--- src/spipw_consts.vh ---
// constants for the serial nonvolatile memory command and protection block
// assumes a 20 MHz system clock and a 16-bit address space with 128-byte pages
`ifndef SPIPW_CONSTS_VH
`define SPIPW_CONSTS_VH

// instruction opcodes
`define SPIPW_OP_SET_WEL 8'h06
`define SPIPW_OP_CLR_WEL 8'h04
`define SPIPW_OP_SR_READ 8'h05
`define SPIPW_OP_SR_WRITE 8'h01
`define SPIPW_OP_MEM_READ 8'h03
`define SPIPW_OP_MEM_WRITE 8'h02

// status and protection register bit positions
`define SPIPW_SR_HWP_EN 7
`define SPIPW_SR_ID_SEL 6
`define SPIPW_SR_ZERO 5
`define SPIPW_SR_ID_LOCK 4
`define SPIPW_SR_BP_HIGH 3
`define SPIPW_SR_BP_LOW 2
`define SPIPW_SR_WEL 1
`define SPIPW_SR_BUSY 0

// bits that a status write may alter
`define SPIPW_SR_WRITE_MASK 8'hdc

// reset values of the stored bits
`define SPIPW_RST_BP 2'h0
`define SPIPW_RST_ID_LOCK 1'b0
`define SPIPW_RST_HWP_EN 1'b0

// block-protect boundaries
`define SPIPW_BP_QUARTER 16'hc000
`define SPIPW_BP_HALF 16'h8000

// page geometry
`define SPIPW_PAGE_BYTES 128

// timing: clock rate and write cycle time
`define SPIPW_CLK_HZ 20000000
`define SPIPW_TWC_MS 5

`endif

--- src/spipw_core.v ---
// serial nonvolatile memory slave: instruction decode, status and protection
// register, write latch, block and hardware protection, page load with wrap,
// identification page select and lock, and a 4-word programming queue.
// assumes serial pins arrive asynchronous to i_clock and that a cell
// programmer downstream takes one byte per o_prog_valid/i_prog_ready beat.
`timescale 1ns/1ps
`include "spipw_consts.vh"

// small first-in first-out queue with valid and ready on both sides
module spipw_fifo #(
    parameter WIDTH = 8,
    parameter DEPTH = 4,
    parameter AW = 2
) (
    // clock and reset
    input wire i_clock,
    input wire i_rst_b,
    // fill side
    input wire i_in_valid,
    input wire [WIDTH-1:0] i_in_data,
    output wire o_in_ready,
    // drain side
    output wire o_out_valid,
    output wire [WIDTH-1:0] o_out_data,
    input wire i_out_ready
);
    reg [WIDTH-1:0] mem [0:DEPTH-1];
    reg [AW-1:0] wr_ptr;
    reg [AW-1:0] rd_ptr;
    reg [AW:0] count;
    wire push;
    wire pop;

    // honest full and empty from the word count
    assign o_in_ready = (count != DEPTH[AW:0]);
    assign o_out_valid = (count != {(AW+1){1'b0}});
    assign o_out_data = mem[rd_ptr];
    assign push = i_in_valid & o_in_ready;
    assign pop = o_out_valid & i_out_ready;

    // storage, no reset needed
    always @(posedge i_clock) begin
        if (push) begin
            mem[wr_ptr] <= i_in_data;
        end
    end

    // pointers and count
    always @(posedge i_clock or negedge i_rst_b) begin
        if (!i_rst_b) begin
            wr_ptr <= {AW{1'b0}};
            rd_ptr <= {AW{1'b0}};
            count <= {(AW+1){1'b0}};
        end else begin
            if (push) begin
                wr_ptr <= wr_ptr + 1'b1;
            end
            if (pop) begin
                rd_ptr <= rd_ptr + 1'b1;
            end
            if (push && !pop) begin
                count <= count + 1'b1;
            end else if (pop && !push) begin
                count <= count - 1'b1;
            end
        end
    end
endmodule

module spipw_core #(
    parameter WRITE_CYCLES = `SPIPW_TWC_MS * (`SPIPW_CLK_HZ / 1000)
) (
    // clock and reset
    input wire i_clock,
    input wire i_rst_b,
    // serial bus pins
    input wire i_sck,
    input wire i_cs_b,
    input wire i_si,
    input wire i_wp_b,
    output reg o_so,
    output wire o_so_oe,
    // cell programming port
    output wire o_prog_valid,
    output wire [15:0] o_prog_addr,
    output wire o_prog_id_page,
    output wire [7:0] o_prog_data,
    input wire i_prog_ready,
    // status view
    output wire [7:0] o_status
);
    localparam ST_OP = 3'h0;
    localparam ST_ADDR_HI = 3'h1;
    localparam ST_ADDR_LO = 3'h2;
    localparam ST_DATA = 3'h3;
    localparam ST_SR_WR = 3'h4;
    localparam ST_SR_RD = 3'h5;
    localparam ST_IGNORE = 3'h6;
    localparam [19:0] TWC_COUNT = WRITE_CYCLES[19:0];

    // reset release through two flip-flops
    reg [1:0] rst_sync;
    wire rst_b;
    always @(posedge i_clock or negedge i_rst_b) begin
        if (!i_rst_b) begin
            rst_sync <= 2'h0;
        end else begin
            rst_sync <= {rst_sync[0], 1'b1};
        end
    end
    assign rst_b = rst_sync[1];

    // two-stage synchronisers for the four pins: sck, cs, si, wp
    wire [3:0] pin_raw;
    reg [3:0] pin_meta;
    reg [3:0] pin_sync;
    assign pin_raw = {i_wp_b, i_si, i_cs_b, i_sck};
    genvar g;
    generate
        for (g = 0; g < 4; g = g + 1) begin : g_sync
            always @(posedge i_clock or negedge rst_b) begin
                if (!rst_b) begin
                    pin_meta[g] <= (g == 1) ? 1'b1 : 1'b0; // select idles high
                    pin_sync[g] <= (g == 1) ? 1'b1 : 1'b0;
                end else begin
                    pin_meta[g] <= pin_raw[g];
                    pin_sync[g] <= pin_meta[g];
                end
            end
        end
    endgenerate

    // edge detection on the synchronised copies
    reg sck_d;
    reg cs_d;
    wire sck_rise;
    wire sck_fall;
    wire cs_low;
    wire cs_rise;
    wire wp_high;
    always @(posedge i_clock or negedge rst_b) begin
        if (!rst_b) begin
            sck_d <= 1'b0;
            cs_d <= 1'b1;
        end else begin
            sck_d <= pin_sync[0];
            cs_d <= pin_sync[1];
        end
    end
    assign cs_low = ~pin_sync[1];
    assign sck_rise = pin_sync[0] & ~sck_d & cs_low;
    assign sck_fall = ~pin_sync[0] & sck_d & cs_low;
    assign cs_rise = pin_sync[1] & ~cs_d;
    assign wp_high = pin_sync[3];

    // frame state
    reg [2:0] state;
    reg [2:0] bit_cnt;
    reg [6:0] shift_in;
    reg [15:0] addr;
    reg [6:0] col;
    reg [6:0] start_col;
    reg [7:0] loaded;
    reg is_write;
    reg wel_pend;
    reg [7:0] sr_new;
    reg sr_got;
    reg [7:0] so_shift;
    // status bits
    reg write_enable_latch_bit;
    reg busy;
    reg [1:0] bp;
    reg id_lock;
    reg id_sel;
    reg hwp_en;
    // write cycle
    reg [19:0] timer;
    reg [6:0] feed_col;
    reg [7:0] feed_left;
    reg [15:0] feed_page;
    reg feed_id;
    reg [7:0] page_buf [0:`SPIPW_PAGE_BYTES-1];

    wire [7:0] new_byte;
    wire [7:0] status_val;
    wire byte_done;
    wire feeding;
    wire fifo_in_ready;
    wire [24:0] fifo_in;
    wire [24:0] fifo_out;
    wire [15:0] tgt;
    wire tgt_protected;
    wire mem_ok;
    wire sr_ok;
    wire [7:0] sr_merged;

    wire i_si_s;
    assign i_si_s = pin_sync[2];
    assign new_byte = {shift_in, i_si_s};
    assign byte_done = sck_rise & (bit_cnt == 3'h7);
    assign feeding = (feed_left != 8'h00);

    // status layout, bit 5 always zero
    assign status_val = {hwp_en, id_sel, 1'b0, id_lock, bp, write_enable_latch_bit, busy};
    assign o_status = status_val;

    // protection of the target; id page checks its seven-bit offset
    assign tgt = id_sel ? {9'h000, addr[6:0]} : addr;
    assign tgt_protected = (bp == 2'h3) ||
                           (bp == 2'h2 && tgt >= `SPIPW_BP_HALF) ||
                           (bp == 2'h1 && tgt >= `SPIPW_BP_QUARTER);
    assign mem_ok = write_enable_latch_bit & ~tgt_protected & ~(id_sel & id_lock);
    assign sr_ok = write_enable_latch_bit & (~hwp_en | wp_high);

    // merged status write: only writable bits, select plus lock both held
    assign sr_merged[7] = sr_new[`SPIPW_SR_HWP_EN];
    assign sr_merged[6] = (sr_new[6] & sr_new[4]) ? id_sel : sr_new[6];
    assign sr_merged[5] = 1'b0;
    assign sr_merged[4] = (sr_new[6] & sr_new[4]) ? id_lock : (id_lock | sr_new[4]);
    assign sr_merged[3:2] = sr_new[3:2];
    assign sr_merged[1:0] = 2'h0;

    // page buffer loads in place, offset wraps inside the page
    always @(posedge i_clock) begin
        if (byte_done && state == ST_DATA && is_write) begin
            page_buf[col] <= new_byte;
        end
    end

    // main command engine
    always @(posedge i_clock or negedge rst_b) begin
        if (!rst_b) begin
            state <= ST_OP;
            bit_cnt <= 3'h0;
            shift_in <= 7'h00;
            addr <= 16'h0000;
            col <= 7'h00;
            start_col <= 7'h00;
            loaded <= 8'h00;
            is_write <= 1'b0;
            wel_pend <= 1'b0;
            sr_new <= 8'h00;
            sr_got <= 1'b0;
            so_shift <= 8'h00;
            o_so <= 1'b0;
            write_enable_latch_bit <= 1'b0;
            busy <= 1'b0;
            bp <= `SPIPW_RST_BP;
            id_lock <= `SPIPW_RST_ID_LOCK;
            id_sel <= 1'b0;
            hwp_en <= `SPIPW_RST_HWP_EN;
            timer <= 20'h00000;
            feed_col <= 7'h00;
            feed_left <= 8'h00;
            feed_page <= 16'h0000;
            feed_id <= 1'b0;
        end else begin
            // push loaded bytes into the programming queue
            if (feeding && fifo_in_ready) begin
                feed_col <= feed_col + 7'h01;
                feed_left <= feed_left - 8'h01;
            end
            // write cycle ends after the time and the queue have run out
            if (busy) begin
                if (timer != 20'h00000) begin
                    timer <= timer - 20'h00001;
                end else if (!feeding && !o_prog_valid) begin
                    busy <= 1'b0;
                    write_enable_latch_bit <= 1'b0;
                end
            end
            // serial output changes on falling clock during status read
            if (sck_fall && state == ST_SR_RD) begin
                o_so <= so_shift[7];
                so_shift <= {so_shift[6:0], so_shift[7]};
            end
            // bit shifting and byte decode on rising clock
            if (sck_rise) begin
                shift_in <= new_byte[6:0];
                bit_cnt <= bit_cnt + 3'h1;
                wel_pend <= 1'b0;
            end
            if (byte_done) begin
                case (state)
                    ST_OP: begin
                        if (busy) begin
                            // only status read runs during a write cycle
                            if (new_byte == `SPIPW_OP_SR_READ) begin
                                state <= ST_SR_RD;
                                so_shift <= status_val;
                            end else begin
                                state <= ST_IGNORE;
                            end
                        end else if (new_byte == `SPIPW_OP_SET_WEL) begin
                            wel_pend <= 1'b1;
                            state <= ST_IGNORE;
                        end else if (new_byte == `SPIPW_OP_CLR_WEL) begin
                            write_enable_latch_bit <= 1'b0;
                            state <= ST_IGNORE;
                        end else if (new_byte == `SPIPW_OP_SR_READ) begin
                            so_shift <= status_val;
                            state <= ST_SR_RD;
                        end else if (new_byte == `SPIPW_OP_SR_WRITE) begin
                            sr_got <= 1'b0;
                            state <= ST_SR_WR;
                        end else if (new_byte == `SPIPW_OP_MEM_READ ||
                                     new_byte == `SPIPW_OP_MEM_WRITE) begin
                            is_write <= (new_byte == `SPIPW_OP_MEM_WRITE);
                            loaded <= 8'h00;
                            state <= ST_ADDR_HI;
                        end else begin
                            state <= ST_IGNORE;
                        end
                    end
                    ST_ADDR_HI: begin
                        addr[15:8] <= new_byte;
                        state <= ST_ADDR_LO;
                    end
                    ST_ADDR_LO: begin
                        // full sixteen address clocks even for the id page
                        addr[7:0] <= new_byte;
                        col <= new_byte[6:0];
                        start_col <= new_byte[6:0];
                        state <= ST_DATA;
                    end
                    ST_DATA: begin
                        col <= col + 7'h01;
                        if (loaded != `SPIPW_PAGE_BYTES) begin
                            loaded <= loaded + 8'h01;
                        end
                    end
                    ST_SR_WR: begin
                        if (!sr_got) begin
                            sr_new <= new_byte;
                            sr_got <= 1'b1;
                        end
                    end
                    default: begin
                        state <= state;
                    end
                endcase
            end
            // a frame ends on select rising; act only on whole bytes
            if (cs_rise) begin
                state <= ST_OP;
                bit_cnt <= 3'h0;
                wel_pend <= 1'b0;
                if (bit_cnt == 3'h0) begin
                    if (wel_pend) begin
                        write_enable_latch_bit <= 1'b1;
                    end
                    if (state == ST_DATA && is_write && loaded != 8'h00 && mem_ok) begin
                        busy <= 1'b1;
                        timer <= TWC_COUNT;
                        feed_col <= start_col;
                        feed_left <= loaded;
                        feed_page <= id_sel ? 16'h0000 : {addr[15:7], 7'h00};
                        feed_id <= id_sel;
                    end
                    if (state == ST_DATA) begin
                        id_sel <= 1'b0;
                    end
                    if (state == ST_SR_WR && sr_got && sr_ok) begin
                        busy <= 1'b1;
                        timer <= TWC_COUNT;
                        hwp_en <= sr_merged[7];
                        id_sel <= sr_merged[6];
                        id_lock <= sr_merged[4];
                        bp <= sr_merged[3:2];
                    end
                end
            end
        end
    end

    // output driven only while selected and answering a status read
    assign o_so_oe = cs_low & (state == ST_SR_RD);

    // queue entry: id flag, address, data
    assign fifo_in = {feed_id, feed_page[15:7], feed_col, page_buf[feed_col]};

    spipw_fifo #(
        .WIDTH(25),
        .DEPTH(4),
        .AW(2)
    ) u_fifo (
        .i_clock(i_clock),
        .i_rst_b(rst_b),
        .i_in_valid(feeding),
        .i_in_data(fifo_in),
        .o_in_ready(fifo_in_ready),
        .o_out_valid(o_prog_valid),
        .o_out_data(fifo_out),
        .i_out_ready(i_prog_ready)
    );

    assign o_prog_id_page = fifo_out[24];
    assign o_prog_addr = fifo_out[23:8];
    assign o_prog_data = fifo_out[7:0];
endmodule

--- config.mk ---
export PLATFORM = sky130hd
export DESIGN_NAME = spipw_core
export DESIGN_NICKNAME = d
export VERILOG_FILES = /design/src/spipw_core.v
export VERILOG_INCLUDE_DIRS = /design/src
export SDC_FILE = /design/constraint.sdc
export NUM_CORES = 1
export LEC_CHECK = 0
export BUFFER_PORTS_ARGS = -buffer_cell sky130_fd_sc_hd__buf_2
export CORE_MARGIN = 10
export CORE_UTILIZATION = 25
export DETAILED_ROUTE_END_ITERATION = 16
export SETUP_SLACK_MARGIN = 0.1
export SYNTH_ARGS = -nofsm -noshare
export SYNTH_HDL_FRONTEND = slang
export SYNTH_HIERARCHICAL = 1
export SYNTH_SLANG_ARGS = --single-unit
--- constraint.sdc ---
create_clock -name i_clock -period 4.6 [get_ports i_clock]
set_clock_uncertainty 0.1 [all_clocks]
set_input_delay 0.46 -clock i_clock [delete_from_list [all_inputs] [get_ports i_clock]]
set_output_delay 0.46 -clock i_clock [all_outputs]
set_load 0.005 [all_outputs]
# ---- Word-level counts from Yosys, hierarchy flattened
# Memories as Yosys holds them, arrays and structs flattened.
# Cells that the tools add are included.
dict set report word_totals {
  mem_count 2
  elab_cells 240
  register_bits 149
  mem_bits_rw 1124
}
# name words width rd rd_ports_with_merged_regs wr line_no
set mem_list {}
lappend mem_list {page_buf 128 8 1 0 1 spipw_core.v:182} ;# reg [7:0] page_buf [0:`SPIPW_PAGE_BYTES-1];
lappend mem_list {u_fifo.mem 4 25 1 0 1 spipw_core.v:27} ;# reg [WIDTH-1:0] mem [0:DEPTH-1];
dict set report classes {
  n_mux 84
  add_sub_neg 10
  magnitude_cmp 2
  n_eq_ne 26
  reduce_logical 47
  bitwise_logic 30
}
# operator count
set ops {}
lappend ops {{$mux 8} 19}
lappend ops {{$mux 20} 6}
lappend ops {{$mux 1} 36}
lappend ops {{$mux 3} 12}
lappend ops {{$ge 16x16->1 const B} 2}
lappend ops {{$mux 16} 2}
lappend ops {{$mux 7} 4}
lappend ops {{$eq 8x3->1 const B} 3}
lappend ops {{$reduce_bool 20->1} 1}
lappend ops {{$sub 20x1->20 const B} 1}
lappend ops {{$ne 2x2->1 const B} 9}
lappend ops {{$eq 8x2->1 const B} 2}
lappend ops {{$pmux 8 s2} 1}
lappend ops {{$reduce_bool 8->1} 2}
lappend ops {{$add 7x1->7 const B} 2}
lappend ops {{$and 1x1->1} 14}
lappend ops {{$logic_and 1x1->1} 14}
lappend ops {{$not 1->1} 14}
lappend ops {{$pmux 7 s2} 1}
lappend ops {{$reduce_bool 2->1} 7}
lappend ops {{$eq 3x3->1 const B} 3}
lappend ops {{$pmux 3 s3} 1}
lappend ops {{$reduce_and 3->1} 3}
lappend ops {{$reduce_and 9->1} 1}
lappend ops {{24 further kinds} 39}

# ---- Longest topological paths before layout
# Gate-level depths: netlist (run 1).
dict set report depth {
  depth_word 14
  mapped_depth 11
}

# ---- By module
# The synthesis (run 1) kept the hierarchy.
# module area_per_inst_um2 cells_per_inst seq_area_each_um2 n_inst
set by_module_without_submodules {}
lappend by_module_without_submodules {spipw_core 45768.9 2465 33881.2 1}
lappend by_module_without_submodules {spipw_fifo 4065.1 166 3178.0 1}

# ---- Least setup slack after synthesis (run 1)
# Ideal clock, no wire load.
dict set report synth_path {
  path_kind {reg2reg}
  startpoint {reg shift_in[6]}
  endpoint {reg loaded[7]}
  arrival_ns 3.471
  synth_period_minus_slack_ns 3.667
  setup_time_ns 0.095
  n_path_buf 1
  path_stages_with_launch 8
  slack_ns 0.933
  required_ns 4.405
  path_cell_list {dfrtp_1 -> nor3_1 -> and2_1 -> a31o_2 -> a211o_1 -> or2_2 -> clkbuf_1 -> o31ai_1}
}
dict set report synth_between {
  elab_chain_cells 4
  elab_cells_between_ends 13
  classes_between {11 x eq/ne; 2 x reduce/logical}
}
# element line_no
set synth_lines {}
lappend synth_lines {{from (decl)} spipw_core.v:159} ;# reg [6:0] shift_in;
lappend synth_lines {{from (signal assigned)} spipw_core.v:279} ;# shift_in <= new_byte[6:0];
lappend synth_lines {{$eq 8x2->1 (no source line)} n/a}
lappend synth_lines {{$logic_or 1x1->1 (no source line)} n/a}
lappend synth_lines {{$ne 2x2->1 (no source line)} n/a}
lappend synth_lines {{$reduce_and 9->1 (no source line) *} n/a}
lappend synth_lines {{to (signal assigned)} spipw_core.v:329} ;# loaded <= loaded + 8'h01;
lappend synth_lines {{to (decl)} spipw_core.v:163} ;# reg [7:0] loaded;
# Mark *: on every way between the ends. The rest lies on a longest branch, timed or not.
# A chain may end at the register's enable or synchronous reset.

# ---- Final worst setup path (run 1)
dict set report layout_path {
  startpoint {reg feed_col[0]}
  endpoint {mem u_fifo.mem[0][7], data pin}
}
dict set report layout_between {
  elab_chain_cells 1
}
# element line_no
set layout_lines {}
lappend layout_lines {{from (decl)} spipw_core.v:178} ;# reg [6:0] feed_col;
lappend layout_lines {{from (signal assigned)} spipw_core.v:260} ;# feed_col <= feed_col + 7'h01;
lappend layout_lines {{from (signal assigned)} spipw_core.v:355} ;# feed_col <= start_col;
lappend layout_lines {{$mem_v2 128x8} n/a}
lappend layout_lines {{named net fifo_in[7]} spipw_core.v:189} ;# wire [24:0] fifo_in;
lappend layout_lines {{to (decl)} spipw_core.v:27}
# The timed path passes the listed nets, and every way through them passes these cells.

==> results of run 1 <==
registers in the layout, summed over array words and instances, names as in the netlist, 2 cells and up:
register	count
addr	16
bit_cnt	3
bp	2
col	7
feed_col	7
feed_left	8
feed_page	9
loaded	8
page_buf	1024
pin_meta	4
pin_sync	2
rst_sync	2
shift_in	7
so_shift	8
sr_new	5
state	3
timer	20
u_fifo/count	3
u_fifo/mem	100
u_fifo/rd_ptr	2
u_fifo/wr_ptr	2
layer usage:
layer  wire length [um]  GRT usage  up-vias  share of wire
met4               3480     0.0358        4          0.030
met2              55300      0.168      833           0.47
met5                 21          0        -        0.00018
li1                   -          -    10800              -
met1              50000      0.139    13100           0.43
met3               7720     0.0228      199          0.066
Yosys cell counts, types with 18 or more instances:
cell	number
edfxtp_1	1124
mux2_2	30
a22oi_1	44
clkbuf_1	71
a21oi_1	56
nor2b_1	22
a211oi_1	24
nand3_1	36
buf_4	24
nor4_1	21
nand2_1	97
mux2i_1	152
inv_1	20
buf_1	18
dfrtp_1	129
buf_2	27
xnor2_1	21
mux4_2	244
o21ai_0	53
nor2_1	198
nand2b_1	18
through the flow:
step / util / worst slack (ns) / hold slack, ns / std cells / power (mW)
floorplan: - / 0.555 / 0.0644 / 2631 / 20.4
global placement: 0.270 / 0.995 / 0.147 / 5255 / 23.7
detailed placement: 0.270 / 0.959 / 0.150 / 5255 / 23.9
CTS: 0.291 / 0.951 / 0.182 / 5490 / 33.9
global route: 0.291 / 0.749 / 0.200 / 5490 / 34.9
finish: 0.291 / 0.933 / 0.154 / 5490 / 33.5
worst max-delay path: stages (launching register included):
cell,delay (ns)
dfrtp_4,0.95
buf_12,0.31
mux4_2,0.26
mux2i_1,0.11
a22o_1,0.30
nor4_1,0.69
o22ai_1,0.20
a211oi_1,0.45
layout make-up:
cell class	instances	area (um^2)
clock buffers	169	3500
clock inverters	59	524
fillers	19400	140000
inverters	20	75.1
multi-input cells	1203	11900
flip-flops and latches	1256	37100
well taps	2640	3300
repair buffers	143	1160
worst max-delay path by stage:
stage                           start               end  slack, ns  cells after the start
after floorplan           rst_sync[1]           addr[0]       0.56                      0
after global placement    feed_col[0]  u_fifo/mem[0][7]       0.99                      7
after detailed placement  feed_col[0]  u_fifo/mem[1][7]       0.96                      7
after CTS                 feed_col[0]  u_fifo/mem[0][7]       0.95                      7
after global routing      feed_col[0]  u_fifo/mem[3][7]       0.75                      7
final                     feed_col[0]  u_fifo/mem[0][7]       0.93                      7
power groups by stage:
stage	Combinational [mW]	Clock, mW	Sequential [mW]
2_1_floorplan	5.93	0	14.5
3_3_place_gp	8.91	0	14.8
3_5_place_dp	9.00	0	14.9
4_1_cts	9.02	10.2	14.6
5_1_grt	9.48	10.7	14.7
6_report	8.86	10.0	14.6
logic make-up (layout without fill, tap and decap cells):
family,after synthesis,count (layout)
other cells,2,2
fa+ha+maj,17,17
compound gates,247,247
xor+xnor,33,33
mux,433,433
buf+inv,172,391
simple gates,471,471
flops,1256,1256
==> results.ini, run 1 <==
[clock_network]
ctsHoldBuffers = 7
cts_made_buffers = 130
cts_root_buffer = clkbuf_16
cts_tree = done
ctsHtreeMaxLevel = 4
clk_path_buf_depth = 3
cts.repair.resized = 0
clkTransAtPathRegs_ns = 0.06
clkSinkCount = 1256
cts_post_setup_buffers_inserted = 0
clk_latency_ns = 0.73

[synthesis]
synth_top_family_by_area = multiplexers
yosysWarnings = 6
yosys.area_share.simple = 0.0448
synth_xor_area_frac = 0.00580
synth-edff-count = 1124
synthArstFlopShare = 0.105
syn_inst = 2631
synth-compound-area-share = 0.0324
synth.avg_cell_area_um2 = 18.9
synth_nets = 2655
synth_area_leaders = edfxtp_1 68%, mux4_2 11%, dfrtp_1 6.5%
ys_seq_area_frac = 0.744
synth-seq-cells = 1256
synthesis.area_um2 = 49800
synthFlopType = edfxtp_1
synth.distinct_cells = 72
synthMuxAreaShare = 0.151
netlist.area_leader.share = 0.677
synth_top_cell_by_area = edfxtp_1
yosys.area_share.adder = 0.00442

[grt]
grt_overflow = 0
antenna_found_initial = 3
grtUsageTotal = 0.104
grt_pass1_wl_mm = 174
grt_max_degree = 107
grt_pass1_vias = 25600

[layout]
drive_gt1_frac = 0.221
num_antenna_cells = 0
layout_common_cells = 1,124 x edfxtp_1, 244 x mux4_2, 198 x nor2_1, 152 x mux2i_1, 133 x clkbuf_16
final_common_cell = edfxtp_1
finalInstanceArea_um2 = 57600
area_delta_synth_final_pct = 15.6
nets = 2778

[route]
dr_total_vias = 24900
drtAntennaViolNets = 0
wire_per_inst_um = 21.2
wirelength_mm = 117
drt_iter0_drc = 2337
drc_errors = 0
drtPass1Iterations = 5
viasPerCell = 4.53

[power_and_ir_drop]
power_density_nw_per_um2 = 582
internal_power_mw = 23.4
pwr-share-clk = 0.299
swShare = 0.303
p_leak_nw = 18.8
seqPwrFrac = 0.436
combPwrFrac = 0.264
irDropWorstVdd_mv = 0.554
netSwitchingPower_mw = 10.1

[timing]
slew_headroom = 0.190
tns_ns = 0
fin_crit_sh = 0.797
rsz0062_at_grt = no
report.final.setup_viol = 0
max_freq_mhz = 273
worstMarginPinSlew_ns = 1.21
finalHoldViolations = 0
maxSlewViolCount = 0
min_period_ns = 3.67

[critical_path]
rrSetupSlack_ns = 0.93
r2r_start = feed_col[0]
cp.required_ns = 4.99
worstPathArrival_ns = 4.05
path_max_fanout = 32
criticalPathCategory = flop to flop
critPathCaptureType = flop
start_kind = flop
reg2reg_to = u_fifo/mem[0][7]
ff2ff_path_depth = 7

[floorplan]
rows = 163
ios = 43
core_um2 = 198000
dieArea_um2 = 218000
die_h_um = 466
die_w_um = 466
initial_core_util = 0.252

[status]
status = finished clean

[placement]
placed_area_um2 = 53500
routabilityCongestion = 0.782
dpl.hpwl_mm = 73.0
port_buffers = 41

[run]
maxCapViolCount = 0

[hold_path]
hold_class = flop to async pin

Note: power is estimated with default switching activity, not from simulation.
==> run 2, diff against run 1 <==
Settings changed: ABC_AREA from default to 1.
Clock period 4.6 ns to 3.4 ns, I/O delays scaled along.
==> run 2 against run 1 <==
Against the previous run: core utilization barely moved; sequential share of layout area fell by 4.5 points; first-iteration DRC count rose by 71%; global-route usage rose by 1.2 points; die area rose by 7.3%; worst hold slack got worse by 0.034 ns; critical path depth rose by 6; register-to-register slack got worse by 0.44 ns; final cell count rose by 47%; critical endpoint is now u_fifo/mem[3][2]; synthesized area rose by 7.7%; worst setup slack got worse by 0.44 ns; clock power rose by 42%.
==> results.ini, run 2 <==
[status]
status = finished clean

[grt]
grtUsageTotal = 0.116
antenna_found_initial = 4
grt_overflow = 0
grt_max_degree = 132
grt_pass1_wl_mm = 214
grt_pass1_vias = 35100

[timing]
finalHoldViolations = 0
max_freq_mhz = 344
maxSlewViolCount = 0
fin_crit_sh = 0.856
slew_headroom = 0.263
worstMarginPinSlew_ns = 1.10
min_period_ns = 2.91
whs_ns = 0.120
tns_ns = 0
layout_setup_ws_ns = 0.490
report.final.setup_viol = 0
rsz0062_at_grt = no

[floorplan]
rows = 169
dieArea_um2 = 234000
die_w_um = 483
core_um2 = 213000
initial_core_util = 0.252
die_h_um = 483
ios = 43

[layout]
n_fill_cell = 21800
num_antenna_cells = 0
area_delta_synth_final_pct = 15.4
largest_reg_flops = 1024
final_common_cell = nand2_1
final_util = 0.291
drive_gt1_frac = 0.0899
reg.largest.list = page_buf (1024), u_fifo/mem (100), timer (20)
nets = 5194
layout_common_cells = 1,888 x nand2_1, 1,124 x edfxtp_1, 639 x nand3_1, 412 x inv_1, 242 x nor2_1
regMostFlops = page_buf
stdcell_count = 8096

[critical_path]
cp_slowest_stage_delay_ns = 0.57
worst_path_max_delay_cell = dfrtp_4
path_max_fanout = 110
critPathCaptureType = flop
ff2ff_path_depth = 13
start_kind = flop
rrSetupSlack_ns = 0.49
reg2reg_to = u_fifo/mem[3][2]
critPathMostFrequentCell = nand2_1
r2r_start = feed_col[0]
path_buf_inv = 3
worstPathArrival_ns = 3.42
crit_path_cell_trace = inv_16 -> buf_12 -> buf_4 -> nand2_1 -> nand3_1 -> nand3_1 -> nand3_1 -> nand3_1 -> nand2_1 -> nand2_1 -> nand2_1 -> nand2_1 -> nand2_1
path_delay_family = simple AND/OR/NAND/NOR gates
criticalPathCategory = flop to flop
cp.required_ns = 3.91

[synthesis]
synth_top_cell_by_area = edfxtp_1
synth.avg_cell_area_um2 = 10.6
synthFlopType = edfxtp_1
ys_seq_area_frac = 0.691
yosysWarnings = 6
synth-edff-count = 1124
synth-seq-cells = 1256
synth.distinct_cells = 49
synth_nets = 5095
synthesis.area_um2 = 53600
synth_commonest_cells = 1,888 x nand2_1, 1,124 x edfxtp_1, 639 x nand3_1, 412 x inv_1, 246 x nor2_1
synthArstFlopShare = 0.105
syn_inst = 5071
synth_area_leaders = edfxtp_1 63%, nand2_1 13%, dfrtp_1 6.0%
synth.most_common_cell = nand2_1
netlist.area_leader.share = 0.629

[power_and_ir_drop]
p_leak_nw = 24.5
irDropWorstVdd_mv = 0.591
power_density_nw_per_um2 = 804

[hold_path]
worstHoldPathCells = 2
holdCritStartpoint = i_wp_b
min_to = pin_meta[3]
hold_class = primary input to flop

[clock_network]
cts_made_buffers = 132
cts_tree = done
clkSinkCount = 1256
cts_post_setup_buffers_inserted = 0
ctsHtreeMaxLevel = 4
cts.repair.resized = 0
cts_root_buffer = clkbuf_16
clk_latency_ns = 0.77
ctsHoldBuffers = 7
clk_path_buf_depth = 3
clkTransAtPathRegs_ns = 0.06

[route]
drc_errors = 0
dr_total_vias = 36200
wire_per_inst_um = 17.4
wirelength_mm = 141
viasPerCell = 4.47
drt_iter0_drc = 4005
drtAntennaViolNets = 0
drtPass1Iterations = 6

[placement]
dp_slack_ns = 0.507
dpl.hpwl_mm = 82.1
place_inst = 7850
port_buffers = 41
routabilityCongestion = 0.846

[run]
maxCapViolCount = 0

-- run 2: cell count changes in the layout (fill, tap and decap cells not counted), moves of 36 or more --
cell	before	now
mux4_2	244	0
buf_4	81	144
nor2_1	198	242
a22oi_1	44	2
inv_1	20	412
nand2_1	97	1888
mux2i_1	152	0
nand3_1	35	639
o211ai_1	11	53
o21ai_0	53	89
-- run 2: worst register-to-register path, stage by stage (launching register included) --
cell and delay (ns):
dfrtp_4 0.57, inv_16 0.43, buf_12 0.39, buf_4 0.26, nand2_1 0.07, nand3_1 0.08, nand3_1 0.08, nand3_1 0.08
nand3_1 0.14, nand2_1 0.15, nand2_1 0.10, nand2_1 0.10, nand2_1 0.08, nand2_1 0.13
-- run 2: where the power goes --
part	internal [mW]	leakage, nW	switching, mW
sequential	18.6	12.0	0.617
combinational	4.47	10.4	11.9
clock	8.22	2.09	5.97
total	31.3	24.5	18.5
-- run 2: routing by layer --
layer	GRT usage	up-vias	wire length, um
li1	-	17100	-
met5	0	-	27
met1	0.155	17500	60600
met3	0.0183	262	9730
met4	0.0466	4	5230
met2	0.187	1343	65300
-- run 2: cells by family (layout without fill, tap and decap cells) --
kind of cell	Yosys count	after routing	synth area share
xor gates and xnor gates	22	22	0.00359
other	2	2	0.000140
and+or+nand+nor	2838	2838	0.217
AOI/OAI and AO/OA	246	246	0.0270
adders and majority gates	17	17	0.00410
DFF	1256	1256	0.691
buffers and inverters	690	894	0.0573
-- run 2: worst max path at each step --
stage | start | to | slack [ns] | cells after the start
after floorplan | shift_in[0] | loaded[0] | 0.14 | 6
after global routing | state[2] | page_buf[62][0] | 0.32 | 10
final | feed_col[0] | u_fifo/mem[3][2] | 0.49 | 13
after detailed placement | state[2] | page_buf[62][0] | 0.51 | 10
after CTS | state[2] | page_buf[62][0] | 0.46 | 10
after global placement | bit_cnt[0] | page_buf[62][0] | 0.56 | 9
-- run 2: area by class of cell --
type	instances	area (um^2)	area share
clock buffer	168	3610	0.0582
tap	2821	3530	0.0570
timing repair buffer	217	1860	0.0300
multi-input combinational	3125	13500	0.218
clock inverter	71	636	0.0103
inverter	438	1670	0.0270
sequential	1256	37100	0.599
-- run 2: through the flow --
| step | power, mW | cell area [um^2] |
|---|---|---|
| after floorplan | 30.0 | 53600 |
| after global placement | 35.8 | 57600 |
| after detailed placement | 35.9 | 57600 |
| after CTS | 50.1 | 61900 |
| after global routing | 52.5 | 61900 |
| final | 49.8 | 61900 |
